## config.mk

```make
export PLATFORM = sky130hd
export DESIGN_NAME = osc_startup
export DESIGN_NICKNAME = d
export VERILOG_FILES = /design/src/osc_startup_pkg.sv /design/src/edge_detect.sv /design/src/osc_startup.sv /design/src/settle_counter.sv
export SDC_FILE = /design/constraint.sdc
export NUM_CORES = 1
export LEC_CHECK = 0
export BUFFER_PORTS_ARGS = -buffer_cell sky130_fd_sc_hd__buf_2
export CAP_MARGIN = 30
export CORE_MARGIN = 5
export CORE_UTILIZATION = 45
export DETAILED_ROUTE_END_ITERATION = 8
export GPL_ROUTABILITY_DRIVEN = 0
export PLACE_DENSITY_LB_ADDON = 0.05
export SETUP_SLACK_MARGIN = 0.02
export SLEW_MARGIN = 20
export SYNTH_ARGS = -nofsm -noshare
export SYNTH_HDL_FRONTEND = slang
export SYNTH_SLANG_ARGS = --single-unit
```

## constraint.sdc

```tcl
create_clock -name pclk -period 3.8 [get_ports pclk]
set_clock_uncertainty 0.1 [all_clocks]
set_input_delay 0.76 -clock pclk [delete_from_list [all_inputs] [get_ports pclk]]
set_output_delay 0.76 -clock pclk [all_outputs]
set_load 0.02 [all_outputs]
```

## src/osc_startup_pkg.sv

```systemverilog
package osc_startup_pkg;

   // ****************************************************************
   // register map (byte addresses on the apb bus)
   // ****************************************************************
   localparam logic [7:0] OSC_CONTROL_OFFSET = 8'h00;
   localparam logic [7:0] OSC_STATUS_OFFSET  = 8'h04;

   // control register fields
   localparam int SW_MULT_EN_BIT   = 7;
   localparam int FREQ_SEL_LSB     = 3;
   localparam int FREQ_SEL_W       = 4;
   localparam int TWO_SPEED_EN_BIT = 0;
   localparam logic [31:0] CONTROL_RESET  = 32'h0000_0038;
   localparam logic [31:0] CONTROL_WMASK  = 32'h0000_00f9;

   // status register fields
   localparam int EXT_RUNNING_BIT  = 0;
   localparam int MULT_ACTIVE_BIT  = 1;
   localparam int SETTLE_DONE_BIT  = 2;
   localparam int CORE_HALT_BIT    = 3;

   // ****************************************************************
   // timing
   // ****************************************************************
   localparam int SETTLE_CYCLES    = 1024;
   localparam int MULT_FACTOR      = 4;

   // oscillator select encodings
   typedef enum logic [2:0] {
      low_power_crystal_mode  = 3'h0,
      crystal_mode            = 3'h1,
      high_speed_crystal_mode = 3'h2,
      external_clock_mode     = 3'h3,
      internal_osc_mode       = 3'h4
   } osc_mode_t;

   typedef struct packed {
      logic       sw_multiplier_enable;
      logic [3:0] internal_freq_select;
      logic       two_speed_enable;
   } osc_ctrl_t;

   function automatic logic is_crystal_mode(input logic [2:0] mode);
      return (mode == low_power_crystal_mode) || (mode == crystal_mode) ||
             (mode == high_speed_crystal_mode);
   endfunction : is_crystal_mode

endpackage : osc_startup_pkg

```

## src/edge_detect.sv

```systemverilog
`timescale 1ns/1ps
`default_nettype none
// edge finder for a sampled clock input, one-cycle pulses
module edge_detect (
   input  wire logic pclk,
   input  wire logic presetn,
   input  wire logic sig_in,
   output logic      rise,
   output logic      fall
);
   logic prev_reg;

   always_ff @(posedge pclk or negedge presetn) begin
      if (!presetn) begin
         prev_reg <= 1'b0;
      end else begin
         prev_reg <= sig_in;
      end
   end

   assign rise = sig_in & ~prev_reg;
   assign fall = ~sig_in & prev_reg;
endmodule : edge_detect
`default_nettype wire

```

## src/osc_startup.sv

```systemverilog
`timescale 1ns/1ps
`default_nettype none
module osc_startup #(
   parameter int SETTLE_COUNT = osc_startup_pkg::SETTLE_CYCLES
) (
   input  wire logic        pclk,
   input  wire logic        presetn,
   // apb
   input  wire logic        psel,
   input  wire logic        penable,
   input  wire logic        pwrite,
   input  wire logic [7:0]  paddr,
   input  wire logic [31:0] pwdata,
   output logic [31:0]      prdata,
   output logic             pready,
   output logic             pslverr,
   // configuration and system events
   input  wire logic [2:0]  cfg_oscillator_select,
   input  wire logic        cfg_multiplier_enable,
   input  wire logic        cfg_two_speed_enable,
   input  wire logic        power_up_delay_enable,
   input  wire logic        power_up_delay_done,
   input  wire logic        sleep_enter,
   input  wire logic        wake_from_sleep,
   // clock inputs, sampled
   input  wire logic        external_osc_input,
   input  wire logic        internal_osc_input,
   // clock control outputs
   output logic             sysclk_gate_low,
   output logic             sysclk_select_ext,
   output logic             multiplier_enable,
   output logic [3:0]       internal_freq_out,
   output logic             core_halt
);
   initial begin
      if (SETTLE_COUNT < 1) $error("settle count must be positive");
   end

   // ****************************************************************
   // state
   // ****************************************************************
   typedef enum logic [2:0] {
      st_idle, st_wait_por, st_count, st_wait_int_fall, st_hold_low, st_ext, st_sleep
   } seq_t;

   typedef struct packed {
      seq_t                    seq;
      osc_startup_pkg::osc_ctrl_t ctrl;
      logic                    ext_running;
      logic                    halt;
      logic                    gate_low;
      logic                    sel_ext;
      logic                    mult_en;
      logic [31:0]             rdata;
      logic                    ready;
      logic                    slverr;
   } state_t;

   state_t s_reg;
   state_t s_next;

   logic ext_rise, ext_fall, int_fall;
   logic cnt_done;
   logic cnt_clear;
   logic cnt_run;
   logic crystal;
   logic launch;

   edge_detect u_ext_edge (
      .pclk    (pclk),
      .presetn (presetn),
      .sig_in  (external_osc_input),
      .rise    (ext_rise),
      .fall    (ext_fall)
   );

   edge_detect u_int_edge (
      .pclk    (pclk),
      .presetn (presetn),
      .sig_in  (internal_osc_input),
      .rise    (),
      .fall    (int_fall)
   );

   settle_counter #(.COUNT(SETTLE_COUNT)) u_settle (
      .pclk    (pclk),
      .presetn (presetn),
      .clear   (cnt_clear),
      .run     (cnt_run),
      .tick    (ext_rise),
      .done    (cnt_done)
   );

   assign crystal   = osc_startup_pkg::is_crystal_mode(cfg_oscillator_select);
   // power-up delay, when enabled, gates every launch from st_wait_por, including the one after wake
   assign launch    = !power_up_delay_enable || power_up_delay_done;
   assign cnt_clear = (s_reg.seq == st_idle) || (s_reg.seq == st_wait_por) ||
                      (s_reg.seq == st_sleep) || sleep_enter;
   assign cnt_run   = (s_reg.seq == st_count);

   // ****************************************************************
   // next state
   // ****************************************************************
   always_comb begin
      logic wr;
      logic rd;
      logic two_speed;
      wr = psel && penable && pwrite;
      rd = psel && !penable && !pwrite;
      two_speed = cfg_two_speed_enable || s_reg.ctrl.two_speed_enable;
      s_next = s_reg;
      s_next.ready  = 1'b1;
      s_next.slverr = 1'b0;

      case (s_reg.seq)
         st_idle: begin
            s_next.seq = st_wait_por;
         end
         st_wait_por: begin
            if (launch) begin
               if (crystal) begin
                  s_next.seq  = st_count;
                  s_next.halt = !two_speed;
               end else begin
                  s_next.seq  = st_ext;
                  s_next.halt = 1'b0;
               end
            end
         end
         st_count: begin
            if (cnt_done) begin
               s_next.seq = st_wait_int_fall;
            end
         end
         st_wait_int_fall: begin
            if (int_fall) begin
               s_next.ext_running = 1'b1;
               s_next.gate_low    = 1'b1;
               s_next.seq         = st_hold_low;
            end
         end
         st_hold_low: begin
            if (ext_fall) begin
               s_next.gate_low = 1'b0;
               s_next.sel_ext  = 1'b1;
               s_next.halt     = 1'b0;
               s_next.seq      = st_ext;
            end
         end
         st_ext: begin
         end
         st_sleep: begin
            if (wake_from_sleep) begin
               s_next.seq = st_wait_por;
            end
         end
         default: begin
            s_next.seq = st_idle;
         end
      endcase

      // sleep drops back to the internal clock so the next start-up begins clean
      if (sleep_enter) begin
         s_next.seq         = st_sleep;
         s_next.ext_running = 1'b0;
         s_next.sel_ext     = 1'b0;
         s_next.gate_low    = 1'b0;
         s_next.halt        = 1'b0;
      end

      // either the config bit or the software bit enables the multiplier
      s_next.mult_en = cfg_multiplier_enable || s_reg.ctrl.sw_multiplier_enable;

      if (wr && paddr == osc_startup_pkg::OSC_CONTROL_OFFSET) begin
         s_next.ctrl.sw_multiplier_enable = pwdata[osc_startup_pkg::SW_MULT_EN_BIT];
         s_next.ctrl.internal_freq_select =
            pwdata[osc_startup_pkg::FREQ_SEL_LSB +: osc_startup_pkg::FREQ_SEL_W];
         s_next.ctrl.two_speed_enable = pwdata[osc_startup_pkg::TWO_SPEED_EN_BIT];
      end
      if (psel && penable) begin
         s_next.slverr = (paddr != osc_startup_pkg::OSC_CONTROL_OFFSET) &&
                         (paddr != osc_startup_pkg::OSC_STATUS_OFFSET);
      end

      if (rd) begin
         s_next.rdata = 32'h0000_0000;
         if (paddr == osc_startup_pkg::OSC_CONTROL_OFFSET) begin
            s_next.rdata[osc_startup_pkg::SW_MULT_EN_BIT]   = s_reg.ctrl.sw_multiplier_enable;
            s_next.rdata[osc_startup_pkg::FREQ_SEL_LSB +: osc_startup_pkg::FREQ_SEL_W] =
               s_reg.ctrl.internal_freq_select;
            s_next.rdata[osc_startup_pkg::TWO_SPEED_EN_BIT] = s_reg.ctrl.two_speed_enable;
         end else if (paddr == osc_startup_pkg::OSC_STATUS_OFFSET) begin
            s_next.rdata[osc_startup_pkg::EXT_RUNNING_BIT] = s_reg.ext_running;
            s_next.rdata[osc_startup_pkg::MULT_ACTIVE_BIT] = s_reg.mult_en;
            s_next.rdata[osc_startup_pkg::SETTLE_DONE_BIT] = cnt_done;
            s_next.rdata[osc_startup_pkg::CORE_HALT_BIT]   = s_reg.halt;
         end
      end
   end

   // ****************************************************************
   // registers
   // ****************************************************************
   always_ff @(posedge pclk or negedge presetn) begin
      if (!presetn) begin
         s_reg.seq         <= st_idle;
         s_reg.ctrl        <= osc_startup_pkg::osc_ctrl_t'({
                                 osc_startup_pkg::CONTROL_RESET[7],
                                 osc_startup_pkg::CONTROL_RESET[6:3],
                                 osc_startup_pkg::CONTROL_RESET[0]});
         s_reg.ext_running <= 1'b0;
         s_reg.halt        <= 1'b0;
         s_reg.gate_low    <= 1'b0;
         s_reg.sel_ext     <= 1'b0;
         s_reg.mult_en     <= 1'b0;
         s_reg.rdata       <= 32'h0000_0000;
         s_reg.ready       <= 1'b0;
         s_reg.slverr      <= 1'b0;
      end else begin
         s_reg <= s_next;
      end
   end

   assign prdata            = s_reg.rdata;
   assign pready            = s_reg.ready;
   assign pslverr           = s_reg.slverr;
   assign sysclk_gate_low   = s_reg.gate_low;
   assign sysclk_select_ext = s_reg.sel_ext;
   assign multiplier_enable = s_reg.mult_en;
   assign internal_freq_out = s_reg.ctrl.internal_freq_select;
   assign core_halt         = s_reg.halt;
endmodule : osc_startup
`default_nettype wire

```

## src/settle_counter.sv

```systemverilog
`timescale 1ns/1ps
`default_nettype none
// counts external oscillator rising edges up to a stability threshold
module settle_counter #(
   parameter int COUNT = osc_startup_pkg::SETTLE_CYCLES
) (
   input  wire logic pclk,
   input  wire logic presetn,
   input  wire logic clear,
   input  wire logic run,
   input  wire logic tick,
   output logic      done
);
   localparam int W = $clog2(COUNT + 1);
   logic [W-1:0] cnt_reg;

   initial begin
      if (COUNT < 1) $error("settle count must be positive");
   end

   always_ff @(posedge pclk or negedge presetn) begin
      if (!presetn) begin
         cnt_reg <= '0;
      end else if (clear) begin
         cnt_reg <= '0;
      end else if (run && tick && !done) begin
         cnt_reg <= cnt_reg + 1'b1;
      end
   end

   assign done = (cnt_reg == W'(COUNT));
endmodule : settle_counter
`default_nettype wire

```

# == After elaboration in Yosys (flattened, before gate mapping) ==
# Cells that the tools add are included.
# W data, S select, Z words.
# totals
register_bits,37
# classes
bitwise,6
n_reduce_logical,37
mux,25
n_addsub,1
eq_ne,17
# ops
op,count
$mux W3,8
$mux W11,2
$pmux W3 S7,1
$ne A3 B3 Y1 const B,5
$mux W4,3
$add A11 B1 Y11 const B,1
$eq A11 B11 Y1 const B,1
$reduce_bool A2 Y1,5
$eq A3 B2 Y1 const B,3
$eq A3 B3 Y1 const B,3
$eq A8 B3 Y1 const B,1
$logic_and A1 B1 Y1,8
$logic_not A8 Y1,1
$logic_or A1 B1 Y1,8
$mux W1,8
$ne A8 B3 Y1 const B,1
$reduce_bool A8 Y1,1
$eq A3 B1 Y1 const B,2
$logic_not A3 Y1,2
$reduce_and A3 Y1,2
$reduce_and A6 Y1,1
$reduce_bool A3 Y1,2
$logic_not A1 Y1,5
$pmux W1 S2,2
other kinds (5),10

# == Depth between registers and ports, before layout ==
# Gate-level depths: netlist of the first run.
# depth
ltp_word,7
depth_mapped,7
ltp_nobuf,7

# == Modules after synthesis ==
# Synthesis of the first run repeated with hierarchy kept, for this count alone.
# unflattened
hier_cells,236
area_unflattened_um2,2260.9
# modules_own_cells
mod,n_inst,cells_per_inst,area_each_um2,seq_area_each_um2
osc_startup,1,155,1493.9,604.3
settle_counter,1,75,686.9,275.3
edge_detect,2,3,40.0,25.0

# == Worst setup path before layout of the first run ==
# OpenSTA, ideal clock, no wires.
# synth_path
path_type,input-to-reg
from,input paddr[5]
to,"register s_reg, in the netlist internal_freq_out[3]"
n_path_buf,1
arrival_ns,2.018
path_stages,6
path_slack_ns,1.555
setup_ns,0.128
t_required_ns,3.572
cell_sequence,nor4_1 > nand2_1 > nor2_1 > and4_1 > buf_2 > mux2_1
# synth_between
elab_chain_len,2
# synth_rtl
element,line_no,rtl
start: declaration,osc_startup.sv:12,"input wire logic [7:0] paddr,"
$logic_not A8 Y1,osc_startup.sv:174,if (wr && paddr == osc_startup_pkg::OSC_CONTROL_OFFSET) begin
$logic_and A1 B1 Y1,osc_startup.sv:174,
end signal: assignment,osc_startup.sv:220,s_reg <= s_next;
end: declaration,osc_startup.sv:59,state_t s_reg;
# No other way between the ends.
# A chain may end at the register's enable or synchronous reset.

# == Final worst setup path of the first run ==
# Same ends and word-level chain as after synthesis.

==> results of run 1 <==
Yosys cell counts, types with 3 or more instances:
| cell | count |
|---|---|
| o21ai_0 | 8 |
| nor2b_1 | 5 |
| nand3_1 | 5 |
| xnor2_1 | 4 |
| o31ai_1 | 3 |
| nand2b_1 | 3 |
| and3_1 | 4 |
| buf_2 | 3 |
| clkbuf_1 | 3 |
| nor4_2 | 3 |
| nor3b_1 | 3 |
| dfstp_2 | 3 |
| a21oi_1 | 5 |
| nand2_1 | 20 |
| nor3_1 | 4 |
| mux2_1 | 6 |
| dfrtp_1 | 34 |
| mux2i_1 | 3 |
| xor2_1 | 6 |
| inv_1 | 5 |
| nor2_1 | 23 |
| buf_4 | 36 |
power by group:
group	leakage [nW]	internal [mW]	switching (mW)	total (mW)
clock	0.0542	0.164	0.134	0.298
combinational	0.599	0.0890	0.130	0.219
sequential	0.487	0.416	0.0461	0.462
total	1.14	0.669	0.311	0.980
through the flow:
step / cell area, µm² / instances / setup WS, ns
after global routing: 2310 / 306 / 1.35
after floorplan: 2190 / 241 / 1.55
after detailed placement: 2190 / 297 / 1.23
final: 2310 / 306 / 1.56
after CTS: 2290 / 305 / 1.54
after global placement: 2190 / 297 / 1.23
worst max-delay path, stage by stage:
cell and delay [ns]:
buf_2 0.10, nor4_1 0.25, nand2_1 0.18, nor2_1 0.27
and4_1 0.40, mux2_1 0.35
worst max path at each step:
stage / to / start / slack, ns
after floorplan: internal_freq_out[3] / paddr[5] / 1.55
after global placement: internal_freq_out[3] / paddr[5] / 1.23
after detailed placement: internal_freq_out[3] / paddr[5] / 1.23
final: internal_freq_out[3] / paddr[5] / 1.56
after CTS: internal_freq_out[3] / paddr[5] / 1.54
after global routing: s_reg[39] / paddr[5] / 1.35
cell type report:
type,count,area [µm²],share of cell area (%)
Multi-Input combinational cell,156,941,40.7
Inverter,5,18.8,0.812
Timing Repair Buffer,48,255,11.0
Tap cell,52,65.1,2.82
Clock inverter,1,5.00,0.217
Clock buffer,7,96.3,4.17
Sequential cell,37,930,40.2
kinds of logic after synthesis:
group | Yosys count
flip-flops | 37
other | 2
AND/OR/NAND/NOR | 84
XOR/XNOR | 10
buffers and inverters | 48
adder cells (fa/ha/maj) | 2
AO/OA/AOI/OAI | 26
multiplexers | 9
routing by layer:
layer / share of wire (%) / vias to the layer above
met5: 0 / -
met4: 1.1 / 0
met3: 7.0 / 4
met2: 47 / 55
met1: 44 / 675
li1: - / 744
==> run_results.csv, run 1 <==
group,metric,value,unit
clock_network,ctsRootBufferMaster,"clkbuf_8",
clock_network,cts_tree,"built",
yosys,yosys_warnings,0,
layout,final_cell_mix,"buf_2 (47), dfrtp_1 (34), conb_1 (25)",
grt,grt_busiest_layer,"met2",
layout,fin_util,52.0,%
yosys,ys_ff_latch,37,
clock_network,postCtsSetupBuffers,0,
grt,use_met2,22.1,%
yosys,synth_area_leaders,"dfrtp_1 (40%), buf_4 (13%), nor2_1 (4.1%)",
setup_path,end_kind,"register",
layout,layout_commonest_cell,"buf_2",
yosys,syn_inst,218,
grt,grt_pass1_vias,1355,
power_and_ir_drop,peakVddDrop,0.000201,V
clock_network,h-tree-depth,2,
yosys,async_flop_share,100,%
sta,setup_viol,0,
die,fp-row-count,24,
yosys,netlist_area,0.00210,mm²
clock_network,cts_buffers,5,
placed_design,hpwl,3020,µm
routing,drc_errors,0,
die,die_h,78.4,µm
setup_path,cp.arrival,2.31,ns
layout,antenna_cells,0,
routing,wl_per_cell,12.9,µm
setup_path,r2r_slack,1.81,ns
grt,globalRouteMet3Util,4.46,%
clock_network,cts_sinks,37,
setup_path,cp_data_required_time,3.87,ns
sta,drv_slew,0,
yosys,syn_area_per_cell,9.65,µm²
yosys,synth_seq_area_share,44.2,%
clock_network,cts-hold-fix-buffers,0,
layout,drive_gt1_share,26.4,%
die,ioPinCount,98,
yosys,netlist.area_leader.share,40.5,%
sta,rsz0062_at_grt,"false",
layout,area_growth,9.88,%
sta,max_freq,447,MHz
power_and_ir_drop,powerDensity,424,mW/mm²
grt,antenna_found_initial,0,
sta,period_minus_slack,2.24,ns
die,die_area,0.00614,mm²
routing,wl,3960,µm
routing,dr_total_vias,1478,
routing,postRouteAntennaNets,0,
sta,hold_slack,0.250,ns
sta,period_share,58.9,%
outcome,status,"finished, final reports clean",
clock_network,cts_resized,0,
yosys,synth-edff-count,0,
setup_path,timing.rr.end,"u_settle.cnt_reg[3]",
yosys,synth_top_family_by_area,"simple AND/OR/NAND/NOR gates",
yosys,synthDistinctLibCells,44,
layout,nNetsFinal,311,
clock_network,cts.clk_slew.worst_paths,0.07,ns
routing,firstDrtPassIters,4,
sta,setup_tns,0,ns
layout,num-fill-cells,448,
hold_path,hp-class,"input pin to async pin",
grt,met1_usage,16.0,%
grt,grt_overflow_total,0,
yosys,synth-compound-area-share,8.86,%
yosys,synth_simple_gate_area_share,21.4,%
grt,grtUsageTotal,13.2,%
setup_path,critPathLaunchType,"input pin",
power_and_ir_drop,power,980,µW
die,die_x,78.4,µm
grt,grt_max_degree,38,
yosys,yosysTopAreaCell,"dfrtp_1",
routing,viasPerCell,4.83,
yosys,synthXorXnorAreaFrac,4.16,%
power_and_ir_drop,leakage,1.14,nW
placed_design,portBuffers,47,
routing,drt_iter0_drc,76,
yosys,synth_fa_ha_area_share,1.19,%
layout,largest_reg_flops,11,
clock_network,clk_latency,0.28,ns
job,max-cap-violations,0,
setup_path,r2r-start,"s_reg[46]",
setup_path,path_class,"input pin to register",
yosys,yosys-mux-area-fraction,4.64,%
setup_path,critical_path_peak_fanout,6,
clock_network,ctsLongestPathBuffers,2,
die,core_area,0.00444,mm²
die,start_util,47.3,%
yosys,yosys_most_used_dff,"dfrtp_1",
setup_path,worstRegToRegCells,5,
sta,finalHoldViolCount,0,
grt,grt_pass1_wl,6450,µm
Power figures use the tool's default switching activity.
==> run 2, diff against run 1 <==
- clock period: 3.8 -> 2.2 ns (I/O delays scaled with it)
==> run 2 against run 1 <==
  * Worst setup slack got worse by 1.2 ns
  * Core utilization decreased by 0.056 points
  * Die area unchanged
  * First-iteration DRC count decreased by 32%
  * Routed wire length increased by 0.78%
  * Design area decreased by 0.11%
  * Count of clock-buffer cells in the layout unchanged
  * Worst hold slack got worse by 0.23 ns
  * Via count increased by 1.3%
  * Combinational power increased by 82%
  * Sequential power increased by 70%
  * Critical endpoint is now s_reg[46]
  * Largest power group unchanged
==> run_results.csv, run 2 (same netlist as run 1, synthesis figures left out) <==
group,metric,value,unit
clock_network,cts_sinks,37,
setup_path,critPathMaxStageDelay,0.53,ns
clock_network,cts_tree,"built",
grt,antenna_found_initial,0,
routing,drc_errors,0,
setup_path,end_kind,"register",
layout,largest_reg_flops,11,
grt,grt_overflow_total,0,
routing,postRouteAntennaNets,0,
setup_path,worstPathCellList,"and3b_1 > nor3b_1 > nor3_2 > nand3b_1 > a221o_1",
clock_network,clk_latency,0.29,ns
routing,wl_per_cell,12.9,µm
layout,antenna_cells,0,
clock_network,ctsLongestPathBuffers,2,
routing,wl,3990,µm
clock_network,cts.clk_slew.worst_paths,0.08,ns
routing,firstDrtPassIters,4,
setup_path,cp_data_required_time,2.27,ns
sta,worstMarginPinSlew,0.522,ns
die,core_area,0.00444,mm²
power_and_ir_drop,powerDensity,710,mW/mm²
die,fp-row-count,24,
job,max-cap-violations,0,
setup_path,critPathLaunchType,"register",
sta,slew_headroom,65.2,%
routing,drt_iter0_drc,52,
clock_network,h-tree-depth,2,
die,start_util,47.3,%
routing,viasPerCell,4.83,
die,die_area,0.00614,mm²
sta,rsz0062_at_grt,"false",
clock_network,ctsRootBufferMaster,"clkbuf_8",
die,die_h,78.4,µm
clock_network,cts_buffers,5,
placed_design,hpwl,3150,µm
grt,grt_pass1_vias,1416,
die,die_x,78.4,µm
clock_network,postCtsSetupBuffers,0,
sta,period_minus_slack,1.87,ns
setup_path,cp.arrival,1.94,ns
die,ioPinCount,98,
setup_path,cp_slowest_cell,"dfrtp_1",
power_and_ir_drop,leakage,1.14,nW
sta,finalHoldViolCount,0,
placed_design,portBuffers,47,
sta,setup_viol,0,
sta,period_share,85.1,%
sta,max_freq,534,MHz
layout,drive_gt1_share,26.7,%
hold_path,hp-class,"input pin to async pin",
layout,layout_commonest_cell,"buf_2",
sta,drv_slew,0,
sta,setup_tns,0,ns
clock_network,cts-hold-fix-buffers,0,
layout,fin_util,51.9,%
grt,grt_max_degree,25,
layout,final_cell_mix,"buf_2 (47), dfrtp_1 (34), conb_1 (25)",
power_and_ir_drop,power,1.64,mW
setup_path,path_class,"register to register",
setup_path,critical_path_peak_fanout,11,
grt,grt_pass1_wl,6700,µm
outcome,status,"finished, final reports clean",
grt,grtUsageTotal,13.9,%
clock_network,cts_resized,0,
layout,nNetsFinal,315,
routing,dr_total_vias,1497,
setup_path,r2r_slack,0.33,ns
layout,area_growth,9.76,%
power_and_ir_drop,peakVddDrop,0.000331,V
run 2: per-stage QoR:
stage / setup WS, ns / hold WS (ns) / area, µm² / cells
final: 0.328 / 0.0216 / 2310 / 310
after global routing: 0.158 / 0.0645 / 2310 / 310
after CTS: 0.311 / 0.0375 / 2310 / 310
after detailed placement: 0.176 / 0.353 / 2230 / 302
after global placement: 0.189 / 0.354 / 2230 / 302
after floorplan: 0.275 / 0.0444 / 2190 / 241
run 2: critical path: cells and delay by family (launching register included):
kind | cells | cell delay, ns
AOI/OAI and AO/OA | 1 | 0.30
DFF | 1 | 0.53
and+or+nand+nor | 4 | 0.83
run 2: report_power, final:
group	internal (mW)	switching (mW)
combinational	0.162	0.238
clock	0.222	0.234
sequential	0.719	0.0649
total	1.10	0.536
run 2: area by class of cell:
type                       count  area [µm²]
fill                         445        2140
multi-input combinational    156         941
sequential                    37         930
timing repair buffer          52         273
clock buffer                   7        76.3
tap                           52        65.1
inverter                       5        18.8
clock inverter                 1        5.00
run 2: final timing paths:
check | cells past startpoint | endpoint | from
setup / recovery | 5 | s_reg[46] | s_reg[47]
hold reg to reg | 2 | prdata[6] | prdata[6]
min in group pclk | 1 | u_int_edge.prev_reg | internal_osc_input
max in group asynchronous | 2 | u_settle.cnt_reg[7] | presetn
setup reg to reg | 5 | s_reg[46] | s_reg[47]
hold / removal | 1 | internal_freq_out[3] | presetn
run 2: per-layer routing:
layer  GRT usage [%]  vias up  routed length, µm
li1                -      755                  -
met1            18.4      686               1830
met2            21.9       50               1820
met3            3.89        6                284
met4            4.72        0                 59
met5               0        -                  0
